--- src/rtl/wse_defines.svh ---
// register offsets, field positions, reset values and fixed codes
`ifndef WSE_DEFINES_SVH
`define WSE_DEFINES_SVH

// register byte offsets
`define WSE_OFF_CTRL      8'h00
`define WSE_OFF_STATUS    8'h04
`define WSE_OFF_INT_STAT  8'h08
`define WSE_OFF_INT_MASK  8'h0C
`define WSE_OFF_STOP_TIME 8'h10
`define WSE_OFF_SEP_DELAY 8'h14
`define WSE_OFF_PULSE_LEN 8'h18
`define WSE_OFF_VIB_CFG   8'h1C
`define WSE_OFF_CAL_CFG   8'h20
`define WSE_OFF_LR_THR    8'h24
`define WSE_OFF_GAP_THR0  8'h28
`define WSE_OFF_GAP_THR6  8'h40
`define WSE_OFF_LAST_WORD 8'h44

// data bit positions inside the nine-bit word
`define WSE_BIT_LR     0
`define WSE_BIT_M      1
`define WSE_BIT_PI     2
`define WSE_BIT_GDR    3
`define WSE_BIT_DR     4
`define WSE_BIT_FLD_LO 5
`define WSE_BIT_PAR    8

// interrupt status bits
`define WSE_INT_WORD  0
`define WSE_INT_VIB   1
`define WSE_INT_FAULT 2
`define WSE_INT_CAL   3
`define WSE_INT_W     4

// reset values
`define WSE_RST_EIGHT      1'b1
`define WSE_RST_STOP_TIME  24'h0F4240
`define WSE_RST_SEP_DELAY  16'h0FA0
`define WSE_RST_PULSE_LEN  16'h07D0
`define WSE_RST_REV_LIMIT  8'h03
`define WSE_RST_STEADY_LEN 8'h04
`define WSE_RST_CAL_EVENTS 8'h04
`define WSE_RST_LR_THR     12'h024

// gap range thresholds, amplitude in units of 0.1 G, ascending
`define WSE_RST_GAP_THR {12'hE10, 12'h708, 12'h384, 12'h1C2, 12'h0DC, 12'h06E, 12'h038}

// bus answers
`define WSE_RESP_OKAY   2'h0
`define WSE_RESP_SLVERR 2'h2

`endif

--- src/rtl/wse_pkg.sv ---
// types shared by the word encoder and its helpers
package wse_pkg;
  // current level on the two-wire output
  typedef enum logic [1:0] {LVL_LOW, LVL_MID, LVL_HIGH, LVL_FAULT} cur_level_t;
  // start-up calibration state
  typedef enum logic {ST_CAL, ST_RUN} cal_state_t;
  // one event from the front end
  typedef struct packed {
    logic fine;
    logic [2:0] index;
    logic dir;
  } fe_event_t;
  // one output word: speed pulse level plus nine data bits
  typedef struct packed {
    cur_level_t level;
    logic [8:0] data;
  } word_t;
endpackage

--- src/rtl/cycle_timer.sv ---
// down counter that flags a one-cycle expiry after a loaded interval
`timescale 1ns/1ps
module cycle_timer #(
  parameter int W = 24
)(
  // clock and reset
  input wire logic clk,
  input wire logic nrst,
  // control
  input wire logic load,
  input wire logic [W-1:0] value,
  // state
  output logic busy,
  output logic expired
);
  logic [W-1:0] cnt_ff;
  logic expired_ff;

  // a zero interval is treated as one cycle so it still expires
  always_ff @(posedge clk) begin
    if (!nrst) begin
      cnt_ff <= '0;
    end else if (load) begin
      cnt_ff <= (value == '0) ? W'(1) : value;
    end else if (cnt_ff != '0) begin
      cnt_ff <= cnt_ff - W'(1);
    end
  end

  // expiry pulse, suppressed by a reload in the same cycle
  always_ff @(posedge clk) begin
    if (!nrst) begin
      expired_ff <= 1'b0;
    end else begin
      expired_ff <= !load && (cnt_ff == W'(1));
    end
  end

  assign busy = (cnt_ff != '0);
  assign expired = expired_ff;
endmodule

--- src/rtl/gap_range_encoder.sv ---
// maps a sampled field amplitude onto an eight-step range code
`timescale 1ns/1ps
module gap_range_encoder #(
  parameter int AW = 12,
  parameter int N = 7
)(
  // clock and reset
  input wire logic clk,
  input wire logic nrst,
  // amplitude and ascending thresholds, lowest in the low slice
  input wire logic [AW-1:0] amp,
  input wire logic [N*AW-1:0] thr,
  // registered code
  output logic [2:0] gap_range_code
);
  logic [2:0] nxt_code;
  logic [2:0] code_ff;

  // code counts the thresholds reached: one step per doubling band
  always_comb begin
    nxt_code = 3'h0;
    for (int i = 0; i < N; i++) begin
      if (amp >= thr[i*AW +: AW]) begin
        nxt_code = 3'(i + 1);
      end
    end
  end

  // registered so the word sees a stable code
  always_ff @(posedge clk) begin
    if (!nrst) begin
      code_ff <= 3'h0;
    end else begin
      code_ff <= nxt_code;
    end
  end

  assign gap_range_code = code_ff;
endmodule

--- src/rtl/wheel_speed_word_encoder.sv ---
// wheel-speed word encoder with standstill, vibration and fault handling
//
// Chosen here: register access over AXI4-Lite and the address map.
`timescale 1ns/1ps
`include "wse_defines.svh"
// What this block does
// - gap field holds amplitude range 0..7, one step per doubling band
// - fine labels: events 1-3 give codes 1-3, events 4-6 give 5-7
// - a standstill word follows whenever no word went out and no fault was present for stop time
// - standstill words always use the middle current level
// - eight-event: fine word cutting a standstill pulse waits separation delay
// - while a fault persists the output sits at the fault level
// - after reset a calibration phase runs and learns rotation direction
// - direction marked valid and running only after calibration completes
// - too many reversals without steady runs enter vibration, blanking all but standstill words
// - a steady same-direction run leaves vibration and resumes output
// - four-event: vibration watches the finer step stream, not output events
// - each word is one speed pulse, eight data bits and a parity bit
// - eight-event: gap code on primary words, fine label on fine words
// - four-event: gap code on every word, fine labels unused
// - parity bit is the exclusive-or of the eight data bits
module wheel_speed_word_encoder #(
  parameter int AW = 12
)(
  // clock and reset
  input wire logic clk,
  input wire logic nrst,
  // front end events, amplitude and diagnostics
  input wire logic ev_valid,
  input wse_pkg::fe_event_t ev,
  input wire logic step_valid,
  input wire logic step_dir,
  input wire logic [AW-1:0] field_amplitude,
  input wire logic fault_in,
  // output words and current level
  output logic word_valid,
  output wse_pkg::word_t word,
  output wse_pkg::cur_level_t cur_level,
  // interrupt
  output logic irq,
  // axi4-lite write channels
  input wire logic awvalid,
  output logic awready,
  input wire logic [7:0] awaddr,
  input wire logic wvalid,
  output logic wready,
  input wire logic [31:0] wdata,
  input wire logic [3:0] wstrb,
  output logic bvalid,
  input wire logic bready,
  output logic [1:0] bresp,
  // axi4-lite read channels
  input wire logic arvalid,
  output logic arready,
  input wire logic [7:0] araddr,
  output logic rvalid,
  input wire logic rready,
  output logic [31:0] rdata,
  output logic [1:0] rresp
);
  import wse_pkg::*;

  // software registers
  logic eight_ff;
  logic [23:0] stop_time_ff;
  logic [15:0] sep_delay_ff;
  logic [15:0] pulse_len_ff;
  logic [7:0] rev_limit_ff;
  logic [7:0] steady_len_ff;
  logic [7:0] cal_events_ff;
  logic [AW-1:0] lr_thr_ff;
  logic [7*AW-1:0] gap_thr_ff;
  logic [`WSE_INT_W-1:0] int_stat_ff;
  logic [`WSE_INT_W-1:0] int_mask_ff;
  logic [`WSE_INT_W-1:0] int_evt;
  // bus state
  logic bvalid_ff;
  logic [1:0] bresp_ff;
  logic rvalid_ff;
  logic [31:0] rdata_ff;
  logic [1:0] rresp_ff;
  logic wr_go;
  logic rd_go;
  logic [7:0] wa;
  logic [7:0] ra;
  logic [2:0] wr_thr_idx;
  logic [2:0] rd_thr_idx;
  logic [31:0] rd_data;
  logic rd_ok;
  logic wr_ok;
  // core state
  cal_state_t cal_state_ff;
  logic [7:0] cal_cnt_ff;
  logic dir_ff;
  logic vib_ff;
  logic vdir_ff;
  logic [7:0] rev_cnt_ff;
  logic [7:0] run_cnt_ff;
  logic pend_ff;
  fe_event_t pend_ev_ff;
  logic ss_ff;
  logic boot_ff;
  word_t word_ff;
  logic word_valid_ff;
  cur_level_t level_ff;
  // core decisions
  logic accept;
  logic hold_fine;
  logic send_ev;
  logic fire_pend;
  logic send_ss;
  logic emit;
  logic vsrc_valid;
  logic vsrc_dir;
  logic vib_enter;
  logic cal_done;
  fe_event_t sel;
  word_t nxt_word;
  logic [2:0] gap_code;
  logic pulse_busy;
  logic pulse_exp;
  logic stop_exp;
  logic sep_exp;

  // byte-lane merge for partial writes
  function automatic logic [31:0] merge(input logic [31:0] old,
                                        input logic [31:0] d,
                                        input logic [3:0] s);
    logic [31:0] r;
    r = old;
    for (int i = 0; i < 4; i++) begin
      if (s[i]) begin
        r[i*8 +: 8] = d[i*8 +: 8];
      end
    end
    return r;
  endfunction

  // both write channels are taken in one beat once no response is pending
  assign wr_go = awvalid && wvalid && !bvalid_ff;
  assign awready = wr_go;
  assign wready = wr_go;
  assign rd_go = arvalid && !rvalid_ff;
  assign arready = rd_go;
  assign wa = {awaddr[7:2], 2'b00};
  assign ra = {araddr[7:2], 2'b00};
  assign wr_ok = (wa <= `WSE_OFF_LAST_WORD) && (wa != `WSE_OFF_STATUS);
  // threshold slot; the four-bit difference wraps so the last slot is 6
  assign wr_thr_idx = 3'(wa[5:2] - 4'(`WSE_OFF_GAP_THR0 >> 2));
  assign rd_thr_idx = 3'(ra[5:2] - 4'(`WSE_OFF_GAP_THR0 >> 2));

  // configuration registers; read-only offsets ignore writes
  always_ff @(posedge clk) begin
    if (!nrst) begin
      eight_ff <= `WSE_RST_EIGHT;
      stop_time_ff <= `WSE_RST_STOP_TIME;
      sep_delay_ff <= `WSE_RST_SEP_DELAY;
      pulse_len_ff <= `WSE_RST_PULSE_LEN;
      rev_limit_ff <= `WSE_RST_REV_LIMIT;
      steady_len_ff <= `WSE_RST_STEADY_LEN;
      cal_events_ff <= `WSE_RST_CAL_EVENTS;
      lr_thr_ff <= `WSE_RST_LR_THR;
      gap_thr_ff <= `WSE_RST_GAP_THR;
      int_mask_ff <= '0;
    end else if (wr_go) begin
      case (wa)
        `WSE_OFF_CTRL: eight_ff <= 1'(merge(32'(eight_ff), wdata, wstrb));
        `WSE_OFF_INT_MASK: int_mask_ff <=
          `WSE_INT_W'(merge(32'(int_mask_ff), wdata, wstrb));
        `WSE_OFF_STOP_TIME: stop_time_ff <=
          24'(merge(32'(stop_time_ff), wdata, wstrb));
        `WSE_OFF_SEP_DELAY: sep_delay_ff <=
          16'(merge(32'(sep_delay_ff), wdata, wstrb));
        `WSE_OFF_PULSE_LEN: pulse_len_ff <=
          16'(merge(32'(pulse_len_ff), wdata, wstrb));
        `WSE_OFF_VIB_CFG: begin
          rev_limit_ff <= wstrb[0] ? wdata[7:0] : rev_limit_ff;
          steady_len_ff <= wstrb[1] ? wdata[15:8] : steady_len_ff;
        end
        `WSE_OFF_CAL_CFG: cal_events_ff <=
          8'(merge(32'(cal_events_ff), wdata, wstrb));
        `WSE_OFF_LR_THR: lr_thr_ff <=
          AW'(merge(32'(lr_thr_ff), wdata, wstrb));
        default: begin
          if (wa >= `WSE_OFF_GAP_THR0 && wa <= `WSE_OFF_GAP_THR6) begin
            gap_thr_ff[wr_thr_idx * AW +: AW] <= AW'(merge(
              32'(gap_thr_ff[wr_thr_idx * AW +: AW]), wdata, wstrb));
          end
        end
      endcase
    end
  end

  // sticky interrupt flags: an event in the clearing cycle still sets
  always_ff @(posedge clk) begin
    if (!nrst) begin
      int_stat_ff <= '0;
    end else if (wr_go && wa == `WSE_OFF_INT_STAT && wstrb[0]) begin
      int_stat_ff <= (int_stat_ff & ~wdata[`WSE_INT_W-1:0]) | int_evt;
    end else begin
      int_stat_ff <= int_stat_ff | int_evt;
    end
  end

  assign int_evt = {cal_done, fault_in, vib_enter, emit};
  assign irq = |(int_stat_ff & int_mask_ff);

  // write response follows the taken beat by one cycle
  always_ff @(posedge clk) begin
    if (!nrst) begin
      bvalid_ff <= 1'b0;
      bresp_ff <= `WSE_RESP_OKAY;
    end else if (wr_go) begin
      bvalid_ff <= 1'b1;
      bresp_ff <= wr_ok ? `WSE_RESP_OKAY : `WSE_RESP_SLVERR;
    end else if (bready) begin
      bvalid_ff <= 1'b0;
    end
  end

  // read multiplexer; unmapped offsets answer zero with an error
  always_comb begin
    rd_data = 32'h0000_0000;
    rd_ok = 1'b1;
    case (ra)
      `WSE_OFF_CTRL: rd_data = 32'(eight_ff);
      `WSE_OFF_STATUS: rd_data = 32'({ss_ff && pulse_busy, pend_ff, dir_ff,
                                      fault_in, vib_ff,
                                      cal_state_ff == ST_RUN});
      `WSE_OFF_INT_STAT: rd_data = 32'(int_stat_ff);
      `WSE_OFF_INT_MASK: rd_data = 32'(int_mask_ff);
      `WSE_OFF_STOP_TIME: rd_data = 32'(stop_time_ff);
      `WSE_OFF_SEP_DELAY: rd_data = 32'(sep_delay_ff);
      `WSE_OFF_PULSE_LEN: rd_data = 32'(pulse_len_ff);
      `WSE_OFF_VIB_CFG: rd_data = 32'({steady_len_ff, rev_limit_ff});
      `WSE_OFF_CAL_CFG: rd_data = 32'(cal_events_ff);
      `WSE_OFF_LR_THR: rd_data = 32'(lr_thr_ff);
      `WSE_OFF_LAST_WORD: rd_data = 32'(word_ff);
      default: begin
        if (ra >= `WSE_OFF_GAP_THR0 && ra <= `WSE_OFF_GAP_THR6) begin
          rd_data = 32'(gap_thr_ff[rd_thr_idx * AW +: AW]);
        end else begin
          rd_ok = 1'b0;
        end
      end
    endcase
  end

  // read data registered one cycle after the address is taken
  always_ff @(posedge clk) begin
    if (!nrst) begin
      rvalid_ff <= 1'b0;
      rdata_ff <= 32'h0000_0000;
      rresp_ff <= `WSE_RESP_OKAY;
    end else if (rd_go) begin
      rvalid_ff <= 1'b1;
      rdata_ff <= rd_data;
      rresp_ff <= rd_ok ? `WSE_RESP_OKAY : `WSE_RESP_SLVERR;
    end else if (rready) begin
      rvalid_ff <= 1'b0;
    end
  end

  assign bvalid = bvalid_ff;
  assign bresp = bresp_ff;
  assign rvalid = rvalid_ff;
  assign rdata = rdata_ff;
  assign rresp = rresp_ff;

  // amplitude to range code
  gap_range_encoder #(.AW(AW), .N(7)) u_gap (
    .clk(clk),
    .nrst(nrst),
    .amp(field_amplitude),
    .thr(gap_thr_ff),
    .gap_range_code(gap_code)
  );

  // speed pulse duration
  cycle_timer #(.W(24)) u_pulse (
    .clk(clk),
    .nrst(nrst),
    .load(emit),
    .value(24'(pulse_len_ff)),
    .busy(pulse_busy),
    .expired(pulse_exp)
  );

  // silence watchdog, rearmed by every word, by a fault and after reset
  cycle_timer #(.W(24)) u_stop (
    .clk(clk),
    .nrst(nrst),
    .load(emit || fault_in || boot_ff),
    .value(stop_time_ff),
    .busy(),
    .expired(stop_exp)
  );

  // postponement of a fine word behind a standstill pulse
  cycle_timer #(.W(24)) u_sep (
    .clk(clk),
    .nrst(nrst),
    .load(hold_fine),
    .value(24'(sep_delay_ff)),
    .busy(),
    .expired(sep_exp)
  );

  // word selection; a fault blanks all words, vibration blanks all but standstill words
  assign accept = ev_valid && !vib_ff && !fault_in;
  assign hold_fine = accept && eight_ff && ev.fine && ss_ff &&
                     pulse_busy;
  assign send_ev = accept && !hold_fine;
  assign fire_pend = pend_ff && sep_exp && !vib_ff && !fault_in &&
                     !send_ev;
  assign send_ss = stop_exp && !send_ev && !fire_pend && !fault_in;
  assign emit = send_ev || fire_pend || send_ss;
  assign sel = send_ev ? ev : pend_ev_ff;

  // assemble speed level, data bits and parity
  always_comb begin
    nxt_word = '0;
    nxt_word.level = LVL_HIGH;
    nxt_word.data[`WSE_BIT_LR] = (field_amplitude < lr_thr_ff);
    nxt_word.data[`WSE_BIT_M] = (cal_state_ff != ST_RUN);
    nxt_word.data[`WSE_BIT_GDR] = (cal_state_ff == ST_RUN);
    nxt_word.data[`WSE_BIT_DR] = send_ss ? dir_ff : sel.dir;
    nxt_word.data[`WSE_BIT_PI] = 1'b1;
    nxt_word.data[`WSE_BIT_FLD_LO +: 3] = gap_code;
    if (send_ss) begin
      nxt_word.level = LVL_MID;
    end else if (sel.fine) begin
      nxt_word.data[`WSE_BIT_PI] = 1'b0;
      if (eight_ff) begin
        nxt_word.level = LVL_MID;
        // labels skip code 4 so 4 never appears; index 0 gives 0 and index 7 wraps to 0
        nxt_word.data[`WSE_BIT_FLD_LO +: 3] = (sel.index > 3'h3) ?
          sel.index + 3'h1 : sel.index;
      end
    end
    // eight data bits plus parity after the speed pulse
    nxt_word.data[`WSE_BIT_PAR] = ^nxt_word.data[7:0];
  end

  // output word register and one-cycle strobe
  always_ff @(posedge clk) begin
    if (!nrst) begin
      word_ff <= '0;
      word_valid_ff <= 1'b0;
      ss_ff <= 1'b0;
    end else begin
      word_valid_ff <= emit;
      if (emit) begin
        word_ff <= nxt_word;
        ss_ff <= send_ss;
      end
    end
  end

  // current level: fault overrides, speed level lasts the pulse length
  always_ff @(posedge clk) begin
    if (!nrst) begin
      level_ff <= LVL_LOW;
    end else if (fault_in) begin
      level_ff <= LVL_FAULT;
    end else if (emit) begin
      level_ff <= nxt_word.level;
    end else if (pulse_exp || level_ff == LVL_FAULT) begin
      level_ff <= LVL_LOW;
    end
  end

  // held fine event; a fresh event in the release cycle displaces it
  always_ff @(posedge clk) begin
    if (!nrst) begin
      pend_ff <= 1'b0;
      pend_ev_ff <= '0;
      boot_ff <= 1'b1;
    end else begin
      boot_ff <= 1'b0;
      if (hold_fine) begin
        pend_ff <= 1'b1;
        pend_ev_ff <= ev;
      end else if (sep_exp || fault_in || vib_ff) begin
        pend_ff <= 1'b0;
      end
    end
  end

  // calibration counts events and tracks direction before running
  assign cal_done = (cal_state_ff == ST_CAL) && ev_valid && !fault_in &&
                    (cal_cnt_ff + 8'h01 >= cal_events_ff);
  always_ff @(posedge clk) begin
    if (!nrst) begin
      cal_state_ff <= ST_CAL;
      cal_cnt_ff <= 8'h00;
      dir_ff <= 1'b0;
    end else begin
      if (ev_valid && !fault_in) begin
        dir_ff <= ev.dir;
      end
      case (cal_state_ff)
        ST_CAL: begin
          if (ev_valid && !fault_in) begin
            cal_cnt_ff <= cal_cnt_ff + 8'h01;
          end
          if (cal_done) begin
            cal_state_ff <= ST_RUN;
          end
        end
        ST_RUN: cal_state_ff <= ST_RUN;
        default: cal_state_ff <= ST_CAL;
      endcase
    end
  end

  // vibration source: finer steps in the four-event variant
  assign vsrc_valid = eight_ff ? (ev_valid && !fault_in) : step_valid;
  assign vsrc_dir = eight_ff ? ev.dir : step_dir;
  assign vib_enter = vsrc_valid && !vib_ff && (vsrc_dir != vdir_ff) &&
                     (run_cnt_ff < steady_len_ff) &&
                     (rev_cnt_ff + 8'h01 >= rev_limit_ff);

  // reversal and steady-run counting
  always_ff @(posedge clk) begin
    if (!nrst) begin
      vib_ff <= 1'b0;
      vdir_ff <= 1'b0;
      rev_cnt_ff <= 8'h00;
      run_cnt_ff <= 8'h00;
    end else if (vsrc_valid) begin
      if (vsrc_dir != vdir_ff) begin
        vdir_ff <= vsrc_dir;
        run_cnt_ff <= 8'h01;
        if (vib_enter) begin
          vib_ff <= 1'b1;
          rev_cnt_ff <= 8'h00;
        end else if (!vib_ff) begin
          // a long steady run before this reversal restarts the tally
          rev_cnt_ff <= (run_cnt_ff >= steady_len_ff) ? 8'h01 :
                        rev_cnt_ff + 8'h01;
        end
      end else begin
        run_cnt_ff <= (run_cnt_ff == 8'hFF) ? 8'hFF : run_cnt_ff + 8'h01;
        if (vib_ff && run_cnt_ff + 8'h01 >= steady_len_ff) begin
          vib_ff <= 1'b0;
          rev_cnt_ff <= 8'h00;
        end
      end
    end
  end

  assign word_valid = word_valid_ff;
  assign word = word_ff;
  assign cur_level = level_ff;
endmodule

--- config.mk ---
export PLATFORM = sky130hd
export DESIGN_NAME = wheel_speed_word_encoder
export DESIGN_NICKNAME = d
export VERILOG_FILES = /design/src/rtl/wse_pkg.sv /design/src/rtl/cycle_timer.sv /design/src/rtl/gap_range_encoder.sv /design/src/rtl/wheel_speed_word_encoder.sv
export VERILOG_INCLUDE_DIRS = /design/src /design/src/rtl
export SDC_FILE = /design/constraint.sdc
export NUM_CORES = 1
export LEC_CHECK = 0
export ABC_AREA = 1
export BUFFER_PORTS_ARGS = -buffer_cell sky130_fd_sc_hd__buf_4
export CORE_ASPECT_RATIO = 0.6
export CORE_MARGIN = 2
export CORE_UTILIZATION = 40
export CTS_CLUSTER_SIZE = 28
export DETAILED_ROUTE_END_ITERATION = 8
export GPL_TIMING_DRIVEN = 0
export PLACE_DENSITY = 0.52
export SLEW_MARGIN = 10
export SYNTH_ARGS = -nofsm -noshare
export SYNTH_HDL_FRONTEND = slang
export SYNTH_HIERARCHICAL = 1
export SYNTH_SLANG_ARGS = --single-unit
--- constraint.sdc ---
create_clock -name clk -period 7.1 [get_ports clk]
set_clock_uncertainty 0.1 [all_clocks]
set_input_delay 0.71 -clock clk [delete_from_list [all_inputs] [get_ports clk]]
set_output_delay 0.71 -clock clk [all_outputs]
set_load 0.005 [all_outputs]
==> impl_results.md <==
* Vias in the first global route at 23873
* GR peak layer: met1
* WS Path Type: primary input to register
* TNS Setup at 0 ns
* Pwr/cell area at 243 nW/um^2
* DIE WIDTH at 315 um
* First-pass GRT wire length at 165000 um
* Cell family with most CP delay: buffers and inverters
* Ports at 136
* Port buffer count at 111
* Status: completed
* Fin. max-slew vios at 0
* Max Cap Viol at 0
* All-Layer GR Usage at 37.9%
* Nets at 4055
* Crit end category: register
* Met2 GRT Util at 46.1%
* Final setup vio count at 0
* Arrival time at the worst endpoint at 5.78 ns
* Number of antenna diodes at 0
* Clk buf depth at 3
* Final antenna-violating net count at 0
* Worst hold path cell count at 3
* Worst reg2reg endpoint: u_pulse/cnt_ff[20]
* Period minus WS final at 5.36 ns
* CP peak stage delay at 0.91 ns
* Startpoint class of the critical path: primary input
* Post-synthesis instance total at 3635
* Min-delay src: wdata[17]
* DRT Wirelength at 117000 um
* Max FO, Critical Path at 14
* GRT met1 Usage at 60.4%
* RSZ-0062 raised after global routing: false
* CTS root buf: clkbuf_16
* Post-CTS resize count at 0
* CTS tree: done
* Fin. Hold Viols at 0
* Tcrit/Tclk final at 75.5%
* # hold bufs at CTS at 0
* Final WS setup at 1.74 ns
* Measured slew at the worst slew-check pin at 1.34 ns
* Row Count at 68
* Grt ovf at 0
* Post-detail-place hpwl at 93800 um
* CTS sink cnt at 341
* Met3 usage at 14.6%
* TritonRoute pass-1 iters at 7
* Largest net degree at the start of global routing at 19
* Area of the mapped netlist at 23300 um^2
* Htree depth at 2
* CTS Buf Count at 39
* Chip Height at 191 um
* Full die area at 60200 um^2
* Core area at 57500 um^2
* Critical Path Slowest Stage Cell: clkbuf_1
* Buf+Inv Stages, Crit Path at 6
* FILL cells at 6092
* Worst Setup Slack post-DPL at 1.51 ns
* Fmax at 186 MHz
* CP required at 7.52 ns
* Wire length per cell at 25.2 um
* Reg clk slew, reported paths at 0.06 ns
* DRC violations left at 0
* Layout area overhead at 14.0%
* Share of cells above drive strength 1 at 9.24%
* Ys Warns at 6
* Hold EP: stop_time_ff[17]
* Antenna violations before repair at 3
* Reg2reg setup slack at 2.84 ns
* Worst skew pair latency at 0.60 ns
* Worst hold path type: primary input to register
* Initial Utilization at 40.5%
* Leak at 0.0124 uW
* Setup Fix Bufs, Post-CTS at 0
* 1st-iter DRT viols at 3751
* Crit-path most repeated cell: nand2_1
* Vias per Instance at 5.80
* Syn Area/Cell at 6.40 um^2
* Worst-path cell chain: buf_4, buf_4, inv_2, clkbuf_1, ha_1, inv_1, clkbuf_1, nand3_1, a31oi_1, nand2_1, o21ai_0, nand2_1, nand2_1, nand2_1, a21oi_1
* VDD IR-drop max at 0.165 mV
* RePlAce Congestion at 1.02
* R2R cell count at 19
* Slew headroom at 10.4%
* RR Startpoint: u_pulse/cnt_ff[16]
* Routed vias at 26811
[worst register-to-register path: stages (launching register included)]
cell,delay [ns]
dfxtp_1,0.36
nor2_1,0.23
nand2_1,0.09
nor2_1,0.28
nand3_1,0.15
nor2_1,0.17
inv_1,0.08
nand2_1,0.07
inv_1,0.10
nand2_1,0.24
nand2_2,0.21
nand2_1,0.13
nor2_1,0.11
inv_1,0.10
clkbuf_1,0.49
buf_2,0.36
buf_1,0.50
nand2_1,0.21
nand3_1,0.12
nor2_1,0.04
[placed cells by master, fill, tap and decap left out, drive strengths merged, types with 38 or more instances in the layout]
cell type	n
o22ai	39
ha	151
buf	165
nand4	85
nand3	272
conb	38
inv	470
o21ai	316
nand2	873
dfxtp	341
clkbuf	121
a21oi	284
nor2	480
[metrics by stage]
step	power, uW	area, um^2	hold slack [ns]	util [%]	instances
after floorplan	3600	23400	0.339	-	3672
after global placement	4200	25200	0.355	43.8	4553
after detailed placement	4220	25200	0.356	43.8	4553
after CTS	6390	26500	0.189	46.1	4624
after global routing	6790	26500	0.210	46.1	4624
final	6450	26500	0.217	46.1	4624
[power breakdown]
part	total [uW]	switching (uW)	leakage [uW]	internal, uW
combinational	2070	1450	0.00900	629
sequential	2180	150	0.00277	2030
clock	2190	949	0.000649	1240
[layout make-up]
cell class | count | area (um^2) | share of cell area, %
clock buffers | 50 | 1050 | 3.95
repair buffers | 111 | 833 | 3.14
inverters | 478 | 1800 | 6.78
multi-input cells | 2728 | 14200 | 53.5
flip-flops and latches | 341 | 6830 | 25.7
clock inverters | 21 | 283 | 1.07
well taps | 770 | 963 | 3.63
plain buffers | 125 | 578 | 2.18
[sequential cells by signal, summed over array words and instances (netlist names), 2 cells and up]
name / flops
u_gap/gap_range_code: 3
u_pulse/cnt_ff: 24
lr_thr_ff: 12
cal_events_ff: 8
pulse_len_ff: 16
pend_ev_ff: 5
cal_cnt_ff: 8
int_stat_ff: 4
cur_level: 2
rdata: 24
rev_limit_ff: 8
run_cnt_ff: 8
gap_thr_ff: 84
rev_cnt_ff: 8
u_stop/cnt_ff: 24
sep_delay_ff: 16
u_sep/cnt_ff: 24
steady_len_ff: 8
word: 11
stop_time_ff: 24
int_mask_ff: 4
[worst max path at each step]
stage / from / to / cells past startpoint
floorplan: awaddr[3] / gap_thr_ff[30] / 18
global placement: awaddr[3] / gap_thr_ff[30] / 19
detailed placement: awaddr[3] / gap_thr_ff[30] / 19
CTS: awaddr[3] / gap_thr_ff[30] / 19
global route: awaddr[3] / gap_thr_ff[74] / 16
finish: awaddr[3] / gap_thr_ff[61] / 15
[metal layers]
| metal | wire length [um] | part of all wire, % | up-vias |
|---|---|---|---|
| li1 | - | - | 12262 |
| met1 | 56000 | 48 | 12710 |
| met2 | 40000 | 34 | 1708 |
| met3 | 18700 | 16 | 129 |
| met4 | 1850 | 1.6 | 2 |
| met5 | 7 | 0.0060 | - |
Note: power is estimated with default switching activity, not from simulation.
